--- config.mk ---
export PLATFORM = sky130hd
export DESIGN_NAME = psu_pmbus_command_handler
export DESIGN_NICKNAME = d
export VERILOG_FILES = /design/src/common/psu_pkg.sv /design/src/rtl/psu_pmbus_command_handler.sv /design/src/rtl/pec_crc8.sv
export VERILOG_INCLUDE_DIRS = /design/src /design/src/common
export SDC_FILE = /design/constraint.sdc
export NUM_CORES = 1
export LEC_CHECK = 0
export ABC_AREA = 1
export ABC_CLOCK_PERIOD_IN_PS = 3400
export BUFFER_PORTS_ARGS = -buffer_cell sky130_fd_sc_hd__buf_2
export CAP_MARGIN = 20
export CORE_AREA = 2 2 198 200
export CTS_BUF_LIST = sky130_fd_sc_hd__clkbuf_8
export DETAILED_ROUTE_END_ITERATION = 10
export DIE_AREA = 0 0 200 202
export SYNTH_ARGS = -nofsm -noshare
export SYNTH_HDL_FRONTEND = slang
export SYNTH_HIERARCHICAL = 1
export SYNTH_SLANG_ARGS = --single-unit
--- constraint.sdc ---
create_clock -name pclk -period 3.4 [get_ports pclk]
set_input_delay 0.85 -clock pclk [delete_from_list [all_inputs] [get_ports pclk]]
set_output_delay 0.85 -clock pclk [all_outputs]
set_load 0.01 [all_outputs]
--- src/common/psu_params.svh ---
// Purpose: constants of the power supply bus command handler
// Assumes: included by bare name; definitions only
// Notes: offsets are byte addresses on the register bus
// Notes on behaviour
// command cc returns max current, 0.1 A
// current words sent low byte first
// command cd returns min current, 0.1 A
// readings follow the selected channel only
// command ce returns 0 local, 1 remote
// local follows potentiometer, remote follows bus
// remote status reports the selected page
// command e1 returns fan duty 0 to 1000
// command 03 clears all latched faults
// fault clear frame carries no data
// command 21 sets voltage reference, 0.1 V
// host keeps reference within ten percent
// command 68 sets over power limit
// limit applies only while protection enabled
// command 3b sets fan 1 duty
// override only above present duty; zero cancels
// command 3c sets fan 2 duty
// crc8 poly 07, init zero, all bytes
// read: addr w, cmd, restart, addr r, data, pec
// bad pec write frame is discarded
// settings applied only after checked pec
`ifndef PSU_PARAMS_SVH
`define PSU_PARAMS_SVH

// ----------------------------------------------------------------
// command codes
// ----------------------------------------------------------------
`define CMD_CLEAR_FAULTS 8'h03
`define CMD_SET_VREF 8'h21
`define CMD_FAN1_DUTY 8'h3b
`define CMD_FAN2_DUTY 8'h3c
`define CMD_OPP_LIMIT 8'h68
`define CMD_MAX_CURRENT 8'hcc
`define CMD_MIN_CURRENT 8'hcd
`define CMD_REMOTE_STAT 8'hce
`define CMD_FAN_DUTY 8'he1

// ----------------------------------------------------------------
// frame constants
// ----------------------------------------------------------------
`define CRC_POLY 8'h07
`define CRC_INIT 8'h00
`define SLAVE_ADDR_DEF 7'h10
`define CLEAR_FRAME_LEN 3'd3
`define SET_FRAME_LEN 3'd5
`define FAN_DUTY_MAX 16'h03e8

// ----------------------------------------------------------------
// register offsets
// ----------------------------------------------------------------
`define OFS_CTRL 8'h00
`define OFS_REMOTE 8'h04
`define OFS_MAX_I 8'h08
`define OFS_MIN_I 8'h0c
`define OFS_FAN_DUTY 8'h10
`define OFS_VREF 8'h14
`define OFS_OPP 8'h18
`define OFS_FAN_OVR 8'h1c
`define OFS_STATUS 8'h20

// ----------------------------------------------------------------
// field positions and reset values
// ----------------------------------------------------------------
`define CTRL_OPP_EN_BIT 8
`define STAT_PEC_ERR_BIT 0
`define STAT_CLR_SEEN_BIT 1
`define RST_OPP_LIMIT 16'h35e8
`define RST_VREF 16'h00f0

`endif

--- src/common/psu_pkg.sv ---
// Purpose: shared types of the command handler
// Assumes: nothing
// Notes: frame parser states
`default_nettype none
package psu_pkg;
  // ----------------------------------------------------------------
  // frame parser states
  // ----------------------------------------------------------------
  typedef enum logic [2:0] {
    ST_IDLE,
    ST_ADDR,
    ST_WR,
    ST_RD,
    ST_SKIP
  } frame_st_t;
endpackage : psu_pkg
`default_nettype wire

--- src/rtl/psu_pmbus_command_handler.sv ---
// Purpose: bus command handler for reports and settings of the supply
// Assumes: a byte engine on pclk delivers frame events and bytes
// Notes: registers on apb; all outputs registered
`timescale 1ns/1ps
`default_nettype none
`include "psu_params.svh"
module psu_pmbus_command_handler #(
  parameter int CH = 2,
  parameter int PW = 4,
  parameter logic [6:0] SLAVE_ADDR = `SLAVE_ADDR_DEF
) (
  // clock, reset, enable
  input wire logic pclk,
  input wire logic presetn,
  input wire logic ce,
  // apb slave
  input wire logic psel,
  input wire logic penable,
  input wire logic pwrite,
  input wire logic [7:0] paddr,
  input wire logic [31:0] pwdata,
  output logic [31:0] prdata,
  output logic pready,
  output logic pslverr,
  // byte engine side
  input wire logic frm_start,
  input wire logic frm_stop,
  input wire logic rx_valid,
  input wire logic [7:0] rx_data,
  input wire logic tx_next,
  output logic [7:0] tx_data,
  // plant side
  input wire logic [15:0] pot_level,
  input wire logic [7:0] fault_set,
  output logic [15:0] vout_setpoint,
  output logic [15:0] opp_limit,
  output logic [15:0] fan1_duty,
  output logic [15:0] fan2_duty,
  output logic [7:0] faults,
  output logic fault_clear
);
  // ----------------------------------------------------------------
  // state
  // ----------------------------------------------------------------
  typedef struct packed {
    psu_pkg::frame_st_t st;
    logic [7:0] crc;
    logic [2:0] cnt;
    logic [7:0] cmd;
    logic [7:0] d0;
    logic [7:0] d1;
    logic [1:0] rd_idx;
    logic [7:0] tx;
    logic [PW-1:0] page;
    logic opp_en;
    logic [CH-1:0] remote;
    logic [CH-1:0][15:0] maxi;
    logic [CH-1:0][15:0] mini;
    logic [CH-1:0][15:0] fan;
    logic [15:0] vref;
    logic [15:0] over_power_protection;
    logic [15:0] fan1;
    logic [15:0] fan2;
    logic [15:0] setp;
    logic [7:0] faults;
    logic clr_pulse;
    logic pec_err;
    logic clr_seen;
    logic [31:0] prdata;
    logic pready;
    logic pslverr;
  } state_t;

  state_t s_q, s_d;
  logic [7:0] crc_byte;
  logic [7:0] crc_next;

  // ----------------------------------------------------------------
  // helpers
  // ----------------------------------------------------------------
  // selected page, out of range falls back to page 0
  function automatic int unsigned chan(input logic [PW-1:0] p);
    chan = (int'(p) < CH) ? int'(p) : 0;
  endfunction : chan

  // mapped register offsets
  function automatic logic mapped(input logic [7:0] a);
    mapped = (a == `OFS_CTRL) || (a == `OFS_REMOTE) ||
             (a == `OFS_MAX_I) || (a == `OFS_MIN_I) ||
             (a == `OFS_FAN_DUTY) || (a == `OFS_VREF) ||
             (a == `OFS_OPP) || (a == `OFS_FAN_OVR) ||
             (a == `OFS_STATUS);
  endfunction : mapped

  // reply length in data bytes for a read command
  function automatic logic [1:0] rd_len(input logic [7:0] c);
    if (c == `CMD_REMOTE_STAT) begin
      rd_len = 2'd1;
    end else if ((c == `CMD_MAX_CURRENT) || (c == `CMD_MIN_CURRENT) ||
                 (c == `CMD_FAN_DUTY)) begin
      rd_len = 2'd2;
    end else begin
      rd_len = 2'd0;
    end
  endfunction : rd_len

  // shared crc step: transmitted byte while reading, else received
  assign crc_byte = (s_q.st == psu_pkg::ST_RD) ? s_q.tx : rx_data;

  pec_crc8 u_crc (
    .crc_in(s_q.crc),
    .data_in(crc_byte),
    .crc_out(crc_next)
  );

  // ----------------------------------------------------------------
  // next state
  // ----------------------------------------------------------------
  always_comb begin
    int unsigned c;
    logic [15:0] val;
    logic [15:0] wv;
    logic [1:0] len;
    logic [7:0] clr;
    logic acc;
    logic pec_set;
    s_d = s_q;
    acc = 1'b0;
    val = 16'h0000;
    pec_set = 1'b0;
    c = chan(s_q.page);
    clr = 8'h00;
    len = rd_len(s_q.cmd);
    wv = {s_q.d1, s_q.d0};
    s_d.clr_pulse = 1'b0;
    // reply word for the selected channel
    if (s_q.cmd == `CMD_MAX_CURRENT) begin
      val = s_q.maxi[c];
    end else if (s_q.cmd == `CMD_MIN_CURRENT) begin
      val = s_q.mini[c];
    end else if (s_q.cmd == `CMD_FAN_DUTY) begin
      val = s_q.fan[c];
    end else if (s_q.cmd == `CMD_REMOTE_STAT) begin
      val = {15'h0000, s_q.remote[c]};
    end else begin
      val = 16'h0000;
    end

    // frame parser
    if (frm_start) begin
      s_d.st = psu_pkg::ST_ADDR;
      if (s_q.st != psu_pkg::ST_WR) begin
        s_d.crc = `CRC_INIT;
      end
    end else begin
      case (s_q.st)
        psu_pkg::ST_IDLE: begin
        end
        psu_pkg::ST_ADDR: begin
          if (rx_valid) begin
            if (rx_data[7:1] != SLAVE_ADDR) begin
              s_d.st = psu_pkg::ST_SKIP;
            end else if (!rx_data[0]) begin
              // write phase, crc carries on over the address byte
              s_d.st = psu_pkg::ST_WR;
              s_d.crc = crc_next;
              s_d.cnt = 3'd1;
            end else if (s_q.cnt == 3'd2) begin
              // read after command and repeated start
              s_d.st = psu_pkg::ST_RD;
              s_d.crc = crc_next;
              s_d.rd_idx = 2'd0;
              s_d.tx = (len == 2'd0) ? crc_next : val[7:0];
            end else begin
              s_d.st = psu_pkg::ST_SKIP;
            end
          end
        end
        psu_pkg::ST_WR: begin
          if (rx_valid) begin
            s_d.crc = crc_next;
            if (s_q.cnt != 3'd7) begin
              s_d.cnt = s_q.cnt + 3'd1;
            end
            if (s_q.cnt == 3'd1) begin
              s_d.cmd = rx_data;
            end else if (s_q.cnt == 3'd2) begin
              s_d.d0 = rx_data;
            end else if (s_q.cnt == 3'd3) begin
              s_d.d1 = rx_data;
            end
          end else if (frm_stop) begin
            s_d.st = psu_pkg::ST_IDLE;
            s_d.cnt = 3'd0;
            if (s_q.cnt >= `CLEAR_FRAME_LEN && s_q.crc != 8'h00) begin
              s_d.pec_err = 1'b1;
              pec_set = 1'b1;
            end else if (s_q.crc == 8'h00) begin
              // checked frame, apply now and only now
              if (s_q.cmd == `CMD_CLEAR_FAULTS &&
                  s_q.cnt == `CLEAR_FRAME_LEN) begin
                clr = 8'hff;
                s_d.clr_pulse = 1'b1;
                s_d.clr_seen = 1'b1;
              end else if (s_q.cnt == `SET_FRAME_LEN) begin
                if (s_q.cmd == `CMD_SET_VREF) begin
                  s_d.vref = wv;
                end else if (s_q.cmd == `CMD_OPP_LIMIT) begin
                  if (s_q.opp_en) begin
                    s_d.over_power_protection = wv;
                  end
                end else if (s_q.cmd == `CMD_FAN1_DUTY ||
                             s_q.cmd == `CMD_FAN2_DUTY) begin
                  acc = (wv == 16'h0000) ||
                        (wv > s_q.fan[c] && wv <= `FAN_DUTY_MAX);
                  if (acc && s_q.cmd == `CMD_FAN1_DUTY) begin
                    s_d.fan1 = wv;
                  end else if (acc) begin
                    s_d.fan2 = wv;
                  end
                end
              end
            end
          end
        end
        psu_pkg::ST_RD: begin
          if (frm_stop) begin
            s_d.st = psu_pkg::ST_IDLE;
            s_d.cnt = 3'd0;
          end else if (tx_next && s_q.rd_idx < len) begin
            // data byte out, pec follows the last one
            s_d.crc = crc_next;
            s_d.rd_idx = s_q.rd_idx + 2'd1;
            s_d.tx = (s_q.rd_idx + 2'd1 < len) ? val[15:8] : crc_next;
          end
        end
        psu_pkg::ST_SKIP: begin
          if (frm_stop) begin
            s_d.st = psu_pkg::ST_IDLE;
            s_d.cnt = 3'd0;
          end
        end
        default: begin
          s_d.st = psu_pkg::ST_IDLE;
        end
      endcase
    end

    // latched faults, a new fault wins over the clear
    s_d.faults = (s_q.faults & ~clr) | fault_set;

    // setpoint source by control mode of the selected page
    s_d.setp = s_q.remote[c] ? s_q.vref : pot_level;

    // apb access: data in first cycle, effect at the ready edge
    s_d.pslverr = 1'b0;
    s_d.pready = psel && penable && !s_q.pready;
    if (psel && penable && !s_q.pready) begin
      s_d.pslverr = !mapped(paddr);
      s_d.prdata = 32'h0000_0000;
      if (!pwrite) begin
        if (paddr == `OFS_CTRL) begin
          s_d.prdata[PW-1:0] = s_q.page;
          s_d.prdata[`CTRL_OPP_EN_BIT] = s_q.opp_en;
        end else if (paddr == `OFS_REMOTE) begin
          s_d.prdata[CH-1:0] = s_q.remote;
        end else if (paddr == `OFS_MAX_I) begin
          s_d.prdata[15:0] = s_q.maxi[c];
        end else if (paddr == `OFS_MIN_I) begin
          s_d.prdata[15:0] = s_q.mini[c];
        end else if (paddr == `OFS_FAN_DUTY) begin
          s_d.prdata[15:0] = s_q.fan[c];
        end else if (paddr == `OFS_VREF) begin
          s_d.prdata[15:0] = s_q.vref;
        end else if (paddr == `OFS_OPP) begin
          s_d.prdata[15:0] = s_q.over_power_protection;
        end else if (paddr == `OFS_FAN_OVR) begin
          s_d.prdata = {s_q.fan2, s_q.fan1};
        end else if (paddr == `OFS_STATUS) begin
          s_d.prdata[`STAT_PEC_ERR_BIT] = s_q.pec_err;
          s_d.prdata[`STAT_CLR_SEEN_BIT] = s_q.clr_seen;
          s_d.prdata[15:8] = s_q.faults;
        end
      end
    end
    if (psel && penable && s_q.pready && pwrite) begin
      if (paddr == `OFS_CTRL) begin
        s_d.page = pwdata[PW-1:0];
        s_d.opp_en = pwdata[`CTRL_OPP_EN_BIT];
      end else if (paddr == `OFS_REMOTE) begin
        s_d.remote = pwdata[CH-1:0];
      end else if (paddr == `OFS_MAX_I) begin
        s_d.maxi[c] = pwdata[15:0];
      end else if (paddr == `OFS_MIN_I) begin
        s_d.mini[c] = pwdata[15:0];
      end else if (paddr == `OFS_FAN_DUTY) begin
        s_d.fan[c] = pwdata[15:0];
      end else if (paddr == `OFS_STATUS) begin
        // write one to clear, the frame path sets first
        if (pwdata[`STAT_PEC_ERR_BIT] && !pec_set) begin
          s_d.pec_err = 1'b0;
        end
        if (pwdata[`STAT_CLR_SEEN_BIT] && !s_d.clr_pulse) begin
          s_d.clr_seen = 1'b0;
        end
      end
    end
  end

  // ----------------------------------------------------------------
  // state register
  // ----------------------------------------------------------------
  always_ff @(posedge pclk or negedge presetn) begin
    if (!presetn) begin
      s_q <= '0;
      s_q.st <= psu_pkg::ST_IDLE;
      s_q.vref <= `RST_VREF;
      s_q.over_power_protection <= `RST_OPP_LIMIT;
    end else if (ce) begin
      s_q <= s_d;
    end
  end

  // outputs straight from the state register
  assign prdata = s_q.prdata;
  assign pready = s_q.pready;
  assign pslverr = s_q.pslverr;
  assign tx_data = s_q.tx;
  assign vout_setpoint = s_q.setp;
  assign opp_limit = s_q.over_power_protection;
  assign fan1_duty = s_q.fan1;
  assign fan2_duty = s_q.fan2;
  assign faults = s_q.faults;
  assign fault_clear = s_q.clr_pulse;
endmodule : psu_pmbus_command_handler
`default_nettype wire

--- src/rtl/pec_crc8.sv ---
// Purpose: one byte step of the packet error code
// Assumes: msb first, no reflection
// Notes: purely combinational
`timescale 1ns/1ps
`default_nettype none
`include "psu_params.svh"
module pec_crc8 (
  // running code and new byte
  input wire logic [7:0] crc_in,
  input wire logic [7:0] data_in,
  // updated code
  output logic [7:0] crc_out
);
  // shift the byte through the divisor
  always_comb begin
    logic [7:0] c;
    c = crc_in ^ data_in;
    for (int i = 0; i < 8; i++) begin
      c = c[7] ? ({c[6:0], 1'b0} ^ `CRC_POLY) : {c[6:0], 1'b0};
    end
    crc_out = c;
  end
endmodule : pec_crc8
`default_nettype wire

---- Word-level counts from Yosys, hierarchy flattened ----
Cells that the tools add are included.
word-level totals
  register bits ........................... 276
  word-level logic and storage cells ...... 279
  bits of input ports ..................... 82
  output and inout port bits .............. 115
operators by class
  multiplexer cells ....................... 115
  bitwise gates (word level) .............. 25
  reduce and logical (&&, ||, !) cells .... 55
  $add $sub $neg .......................... 2
  eq/ne operators ......................... 45
  order comparisons ....................... 8
operators with widths
  cell                    count
  $mux W16                22
  $mux W8                 17
  $bwmux W32              3
  $mux W10                6
  $mux W3                 20
  $mux W11                3
  $eq A8 B5 Y1 const B    4
  $eq A8 B6 Y1 const B    4
  $eq A8 B8 Y1 const B    4
  $mux W32                1
  $mux W30                1
  $mux W2                 12
  $not A3 Y3              8
  $pmux W8 S3             1
  $mux W23                1
  $ne A3 B3 Y1 const B    7
  $reduce_and A7 Y1       3
  $pmux W10 S2            1
  $mux W1                 19
  $reduce_and A9 Y1       2
  $demux W16 S1           1
  $eq A8 B4 Y1 const B    2
  $gt A16 B16 Y1          1
  $le A16 B10 Y1 const B  1
  48 further kinds        106

---- Longest topological paths before layout ----
  depth after elaboration ................. 25
  depth in mapped cells ................... 22

---- Modules after synthesis ----
Netlist, hierarchy kept.
modules (own cells, without submodules)
  module                     times used  cells an instance  area an instance (um^2)
  psu_pmbus_command_handler  1           1,771              14,724.1
  pec_crc8                   1           81                 362.8

---- Worst setup path before layout ----
No wires, ideal clock.
  kind .................................... register to register
  start point ............................. register s_q[227] (netlist name)
  end point ............................... register s_q (netlist bit fan2_duty[0])
  buffers on the path ..................... 1
  required time ........................... 3.282 ns
  stages on the path, launching flop included .. 17
  data arrival time ....................... 2.304 ns
  period minus slack after synthesis ...... 2.422 ns
  setup time .............................. 0.118 ns
  setup slack ............................. 0.978 ns
  cell sequence ........................... dfrtp_1 > nor2_2 > nand2_2 > buf_2 > nand2_1 > a21boi_0 > ha_1 > nand4_1 > inv_1 > nand2_1 > nor2_1 > a41oi_1 > nand2_1 > nand2_2 > nand2_1 > nand2_1 > nand2_1
on the way
  cells in the longest elaborated chain, start to end .. 10
ends and longest elaborated chain
  item                                              line                              RTL
  start, declared                                   psu_pmbus_command_handler.sv:74   state_t s_q, s_d;
  $lt A4 B2 Y1 (*)                                  psu_pmbus_command_handler.sv:83   chan = (int'(p) < CH) ? int'(p) : 0;
  $mux W4 (*)                                       psu_pmbus_command_handler.sv:83
  $mux W16 (not written as such) (*) (2 in series)  psu_pmbus_command_handler.sv:215  (wv > s_q.fan[c] && wv <= `FAN_DUTY_MAX);
  $gt A16 B16 Y1 (*)                                psu_pmbus_command_handler.sv:215
  $logic_and A1 B1 Y1 (no source line) (*)          --
  $logic_or A1 B1 Y1 (*)                            psu_pmbus_command_handler.sv:214  acc = (wv == 16'h0000) ||
  $logic_and A1 B1 Y1 (no source line)              --
  $not A1 Y1 (no source line)                       --
  $reduce_and A14 Y1 (no source line) (*)           --
Mark *: on every way between the ends. The rest lies on a longest branch, timed or not. The select of a mux whose other input is x is not followed.
A chain may end at the register's enable or synchronous reset.

---- Worst setup path in the final report ----
  start point ............................. register s_q[227] (netlist name)
  end point ............................... register s_q (netlist bit fan2_duty[8])
Same word-level chain as after synthesis.

==> metrics <==
PwrDens 477 nW/um2; CTS Buf Count 49; H-tree depth 2; Core Footprint 38,300 um2; 1st-iter DRT viols 997; pins over their slew limit 0; Clock Latency Late Sink 0.59 ns; Setup TNS 0 ns; worst slew pin tran 0.694 ns; final setup fails 0; Static Leakage 9.76 nW; gp weighted congestion 0.963; CTS tree done; CP Max Fanout 34; sequential fraction of the synthesis area 45.9%; area grow syn2layout 12.1%; Reg2Reg Setup Slack 0.28 ns; Slew headroom 53.7%; vias in the first global route 12.1k; Clock Skew 0.0236 ns; final period utilization 91.9%; Most used DFF post-synth dfrtp_1; Die ar. 40,400 um2; Yosys reg bits 276; Net Count, Synth 1,955; Post-CTS Setup Repair Bufs 0; Fin. Hold Viols 0; Layout Nets 2,057; Critical Path, Cell by Cell nor2_2 > nand2_2 > buf_12 > or2_2 > o21ai_0 > ha_1 > a21oi_1 > nor2_1 > a211oi_1 > nand2_1 > nand2_1 > nand2_1 > nand2_1 > nand2_2 > buf_4 > nand3_1 > nand2_1; share of cells above drive strength 1 18.0%; r2r startpoint s_q[227]$_DFFE_PN0P_; DP Worst Slack 0.251 ns; routed vias 12.7k; Vias/cell 5.07; post-DP HPWL 34,700 um; CP dominant cell by count nand2_1; ANT nets after route 0; reg2reg end fan2_duty[8]$_DFFE_PN0P_; ant diodes 0; first-pass GRT wire length 70,900 um; minimum clock period 3.12 ns; synthesized instance count 1,852; Hold Slack 0.201 ns; drt pass-1 iters 7; status finished clean; Worst Hold Class in -> async; CP max stage cell dfrtp_1; Worst R2R Path Depth 17; critical path class reg -> reg; clock sinks 276; grt ovf 0; Distinct cells, synth 57; Root Buffer clkbuf_8; Final Non-Filler Cells 2,512; initial antenna violation count 0; DP Cell Count 2,421; VDD IR max 0.197 mV; Post-synth EDFFs 0; die width 200 um; Post-synth ARST share 100%; fmax 320 MHz; initial core utilization 39.4%; Port Buffers 180; Yosys Warn Count 6; largest net degree at the start of global routing 77; post-synthesis cell area 15,100 um2; chip height 202 um; critical path endpoint category register; Final WS setup 0.276 ns; Worst Setup Start Kind register; WL/cell 18.5 um; DRC Markers 0; Synth Area per Inst 8.15 um2; FILL cells 3,879; Max-Cap Viols 0; slowest cell delay on critical path 0.41 ns; RSZ-0062 raised after global routing false; final wirelength 46,500 um; total global-route track usage 23.0%; clock slew at reported path FFs 0.06 ns; crit path DAT 3.59 ns; worst-case clock buffer depth 3; largest delay contributor family on the critical path simple AND/OR/NAND/NOR gates; I/O pin cnt 197; Site Rows 72; WP buf/inv 2; critical path required time 3.87 ns
==> metal layers <==
| layer | wire (um) | vias to the layer above | global-route usage (%) |
|---|---|---|---|
| met5 | 0 | - | 0 |
| met4 | 1470 | 0 | 7.91 |
| met3 | 3250 | 83 | 3.95 |
| met2 | 21800 | 498 | 37.2 |
| met1 | 20000 | 6064 | 31.0 |
| li1 | - | 6102 | - |
==> cells by family after synthesis <==
logic type                 count (synthesis)  synth area share, %
buffers and inverters                    433                 13.9
AOI/OAI and AO/OA                        343                 13.1
and+or+nand+nor                          686                 19.2
xor gates and xnor gates                   8                0.464
DFF                                      276                 45.9
adders and majority gates                 21                 1.74
muxes                                     85                 5.64
==> cell usage after synthesis, types with 5 or more instances <==
library cell / instances / share of area [%]
nand3_1: 58 / 1.9
o221ai_1: 5 / 0.29
ha_1: 21 / 1.7
o22ai_1: 12 / 0.50
o211ai_1: 13 / 0.65
nand2_1: 440 / 11
dfrtp_1: 264 / 44
o21ai_2: 6 / 0.35
nand2_2: 7 / 0.29
buf_4: 116 / 5.8
a32o_1: 11 / 0.73
dfstp_2: 12 / 2.1
o21ai_0: 138 / 4.6
mux2i_1: 85 / 5.6
a21oi_1: 93 / 3.1
nor2_1: 115 / 2.9
nand4_1: 17 / 0.70
nor3_1: 15 / 0.50
inv_1: 241 / 6.0
or2_2: 8 / 0.33
clkbuf_1: 34 / 0.85
nor2_2: 5 / 0.21
o2111ai_1: 7 / 0.41
buf_2: 23 / 0.76
inv_2: 14 / 0.35
o21ai_1: 27 / 0.90
==> power by group <==
| part | switching (mW) | total (mW) | leakage [nW] | internal [mW] |
|---|---|---|---|---|
| combinational | 0.878 | 1.34 | 5.46 | 0.461 |
| clock | 1.40 | 3.15 | 0.606 | 1.75 |
| sequential | 0.144 | 3.57 | 3.69 | 3.43 |
| total | 2.42 | 8.06 | 9.76 | 5.64 |
==> layout make-up <==
type | count | area (um2) | area share (%)
Sequential cell | 276 | 6920 | 40.9
Multi-Input combinational cell | 1143 | 6070 | 35.9
Timing Repair Buffer | 226 | 1300 | 7.67
Inverter | 258 | 968 | 5.73
Clock buffer | 64 | 881 | 5.21
Tap cell | 518 | 648 | 3.83
Clock inverter | 27 | 133 | 0.784
==> worst reg2reg max path, delay by kind of cell, from the launching register on <==
family                   cells  cell delay [ns]
flip-flops                   1             0.41
AND/OR/NAND/NOR             11             1.27
buffers and inverters        2             0.42
adder cells (fa/ha/maj)      1             0.37
AO/OA/AOI/OAI                3             0.54
==> state kept, by name, indices dropped and copies added, names as in the netlist <==
name / cells
faults: 8
opp_limit: 16
fan2_duty: 16
fault_clear: 1
tx_data: 8
pready: 1
pslverr: 1
fan1_duty: 16
vout_setpoint: 16
prdata: 32
s_q: 161
==> worst max path at each step <==
stage,start,end,depth (start not counted)
after detailed placement,s_q[227]$_DFFE_PN0P_,fan1_duty[0]$_DFFE_PN0P_,16
final,s_q[227]$_DFFE_PN0P_,fan2_duty[8]$_DFFE_PN0P_,17
after floorplan,s_q[227]$_DFFE_PN0P_,fan2_duty[0]$_DFFE_PN0P_,16
after global placement,s_q[227]$_DFFE_PN0P_,fan1_duty[5]$_DFFE_PN0P_,16
after global routing,s_q[227]$_DFFE_PN0P_,fan1_duty[10]$_DFFE_PN0P_,16
after CTS,s_q[227]$_DFFE_PN0P_,fan1_duty[4]$_DFFE_PN0P_,16
==> cell usage in the layout (no fill, tap or decap), types with 13 or more instances in the layout <==
master	count
nand4_1	17
nand3_1	58
nor2_1	115
inv_1	265
o21ai_1	27
ha_1	21
clkbuf_8	64
a21oi_1	93
nor3_1	15
inv_2	14
nand2_1	438
o21ai_0	138
buf_4	42
buf_2	179
dfrtp_1	264
mux2i_1	85
o211ai_1	13
==> through the flow <==
stage               total power [mW]  cell area (um2)  utilization [%]
floorplan                       4.56            15100                -
finish                          8.06            16900             44.2
CTS                             8.14            16900             44.2
global placement                4.92            15900             41.5
global route                    8.50            16900             44.2
detailed placement              4.96            15900             41.5
==> timing repair <==
item                                    4_1_cts  5_1_grt
endpoints found under the setup margin        0       20
gates resized for setup                       0        3
hold buffers                                  0        0
No activity file was read; power rests on OpenSTA's default activity.
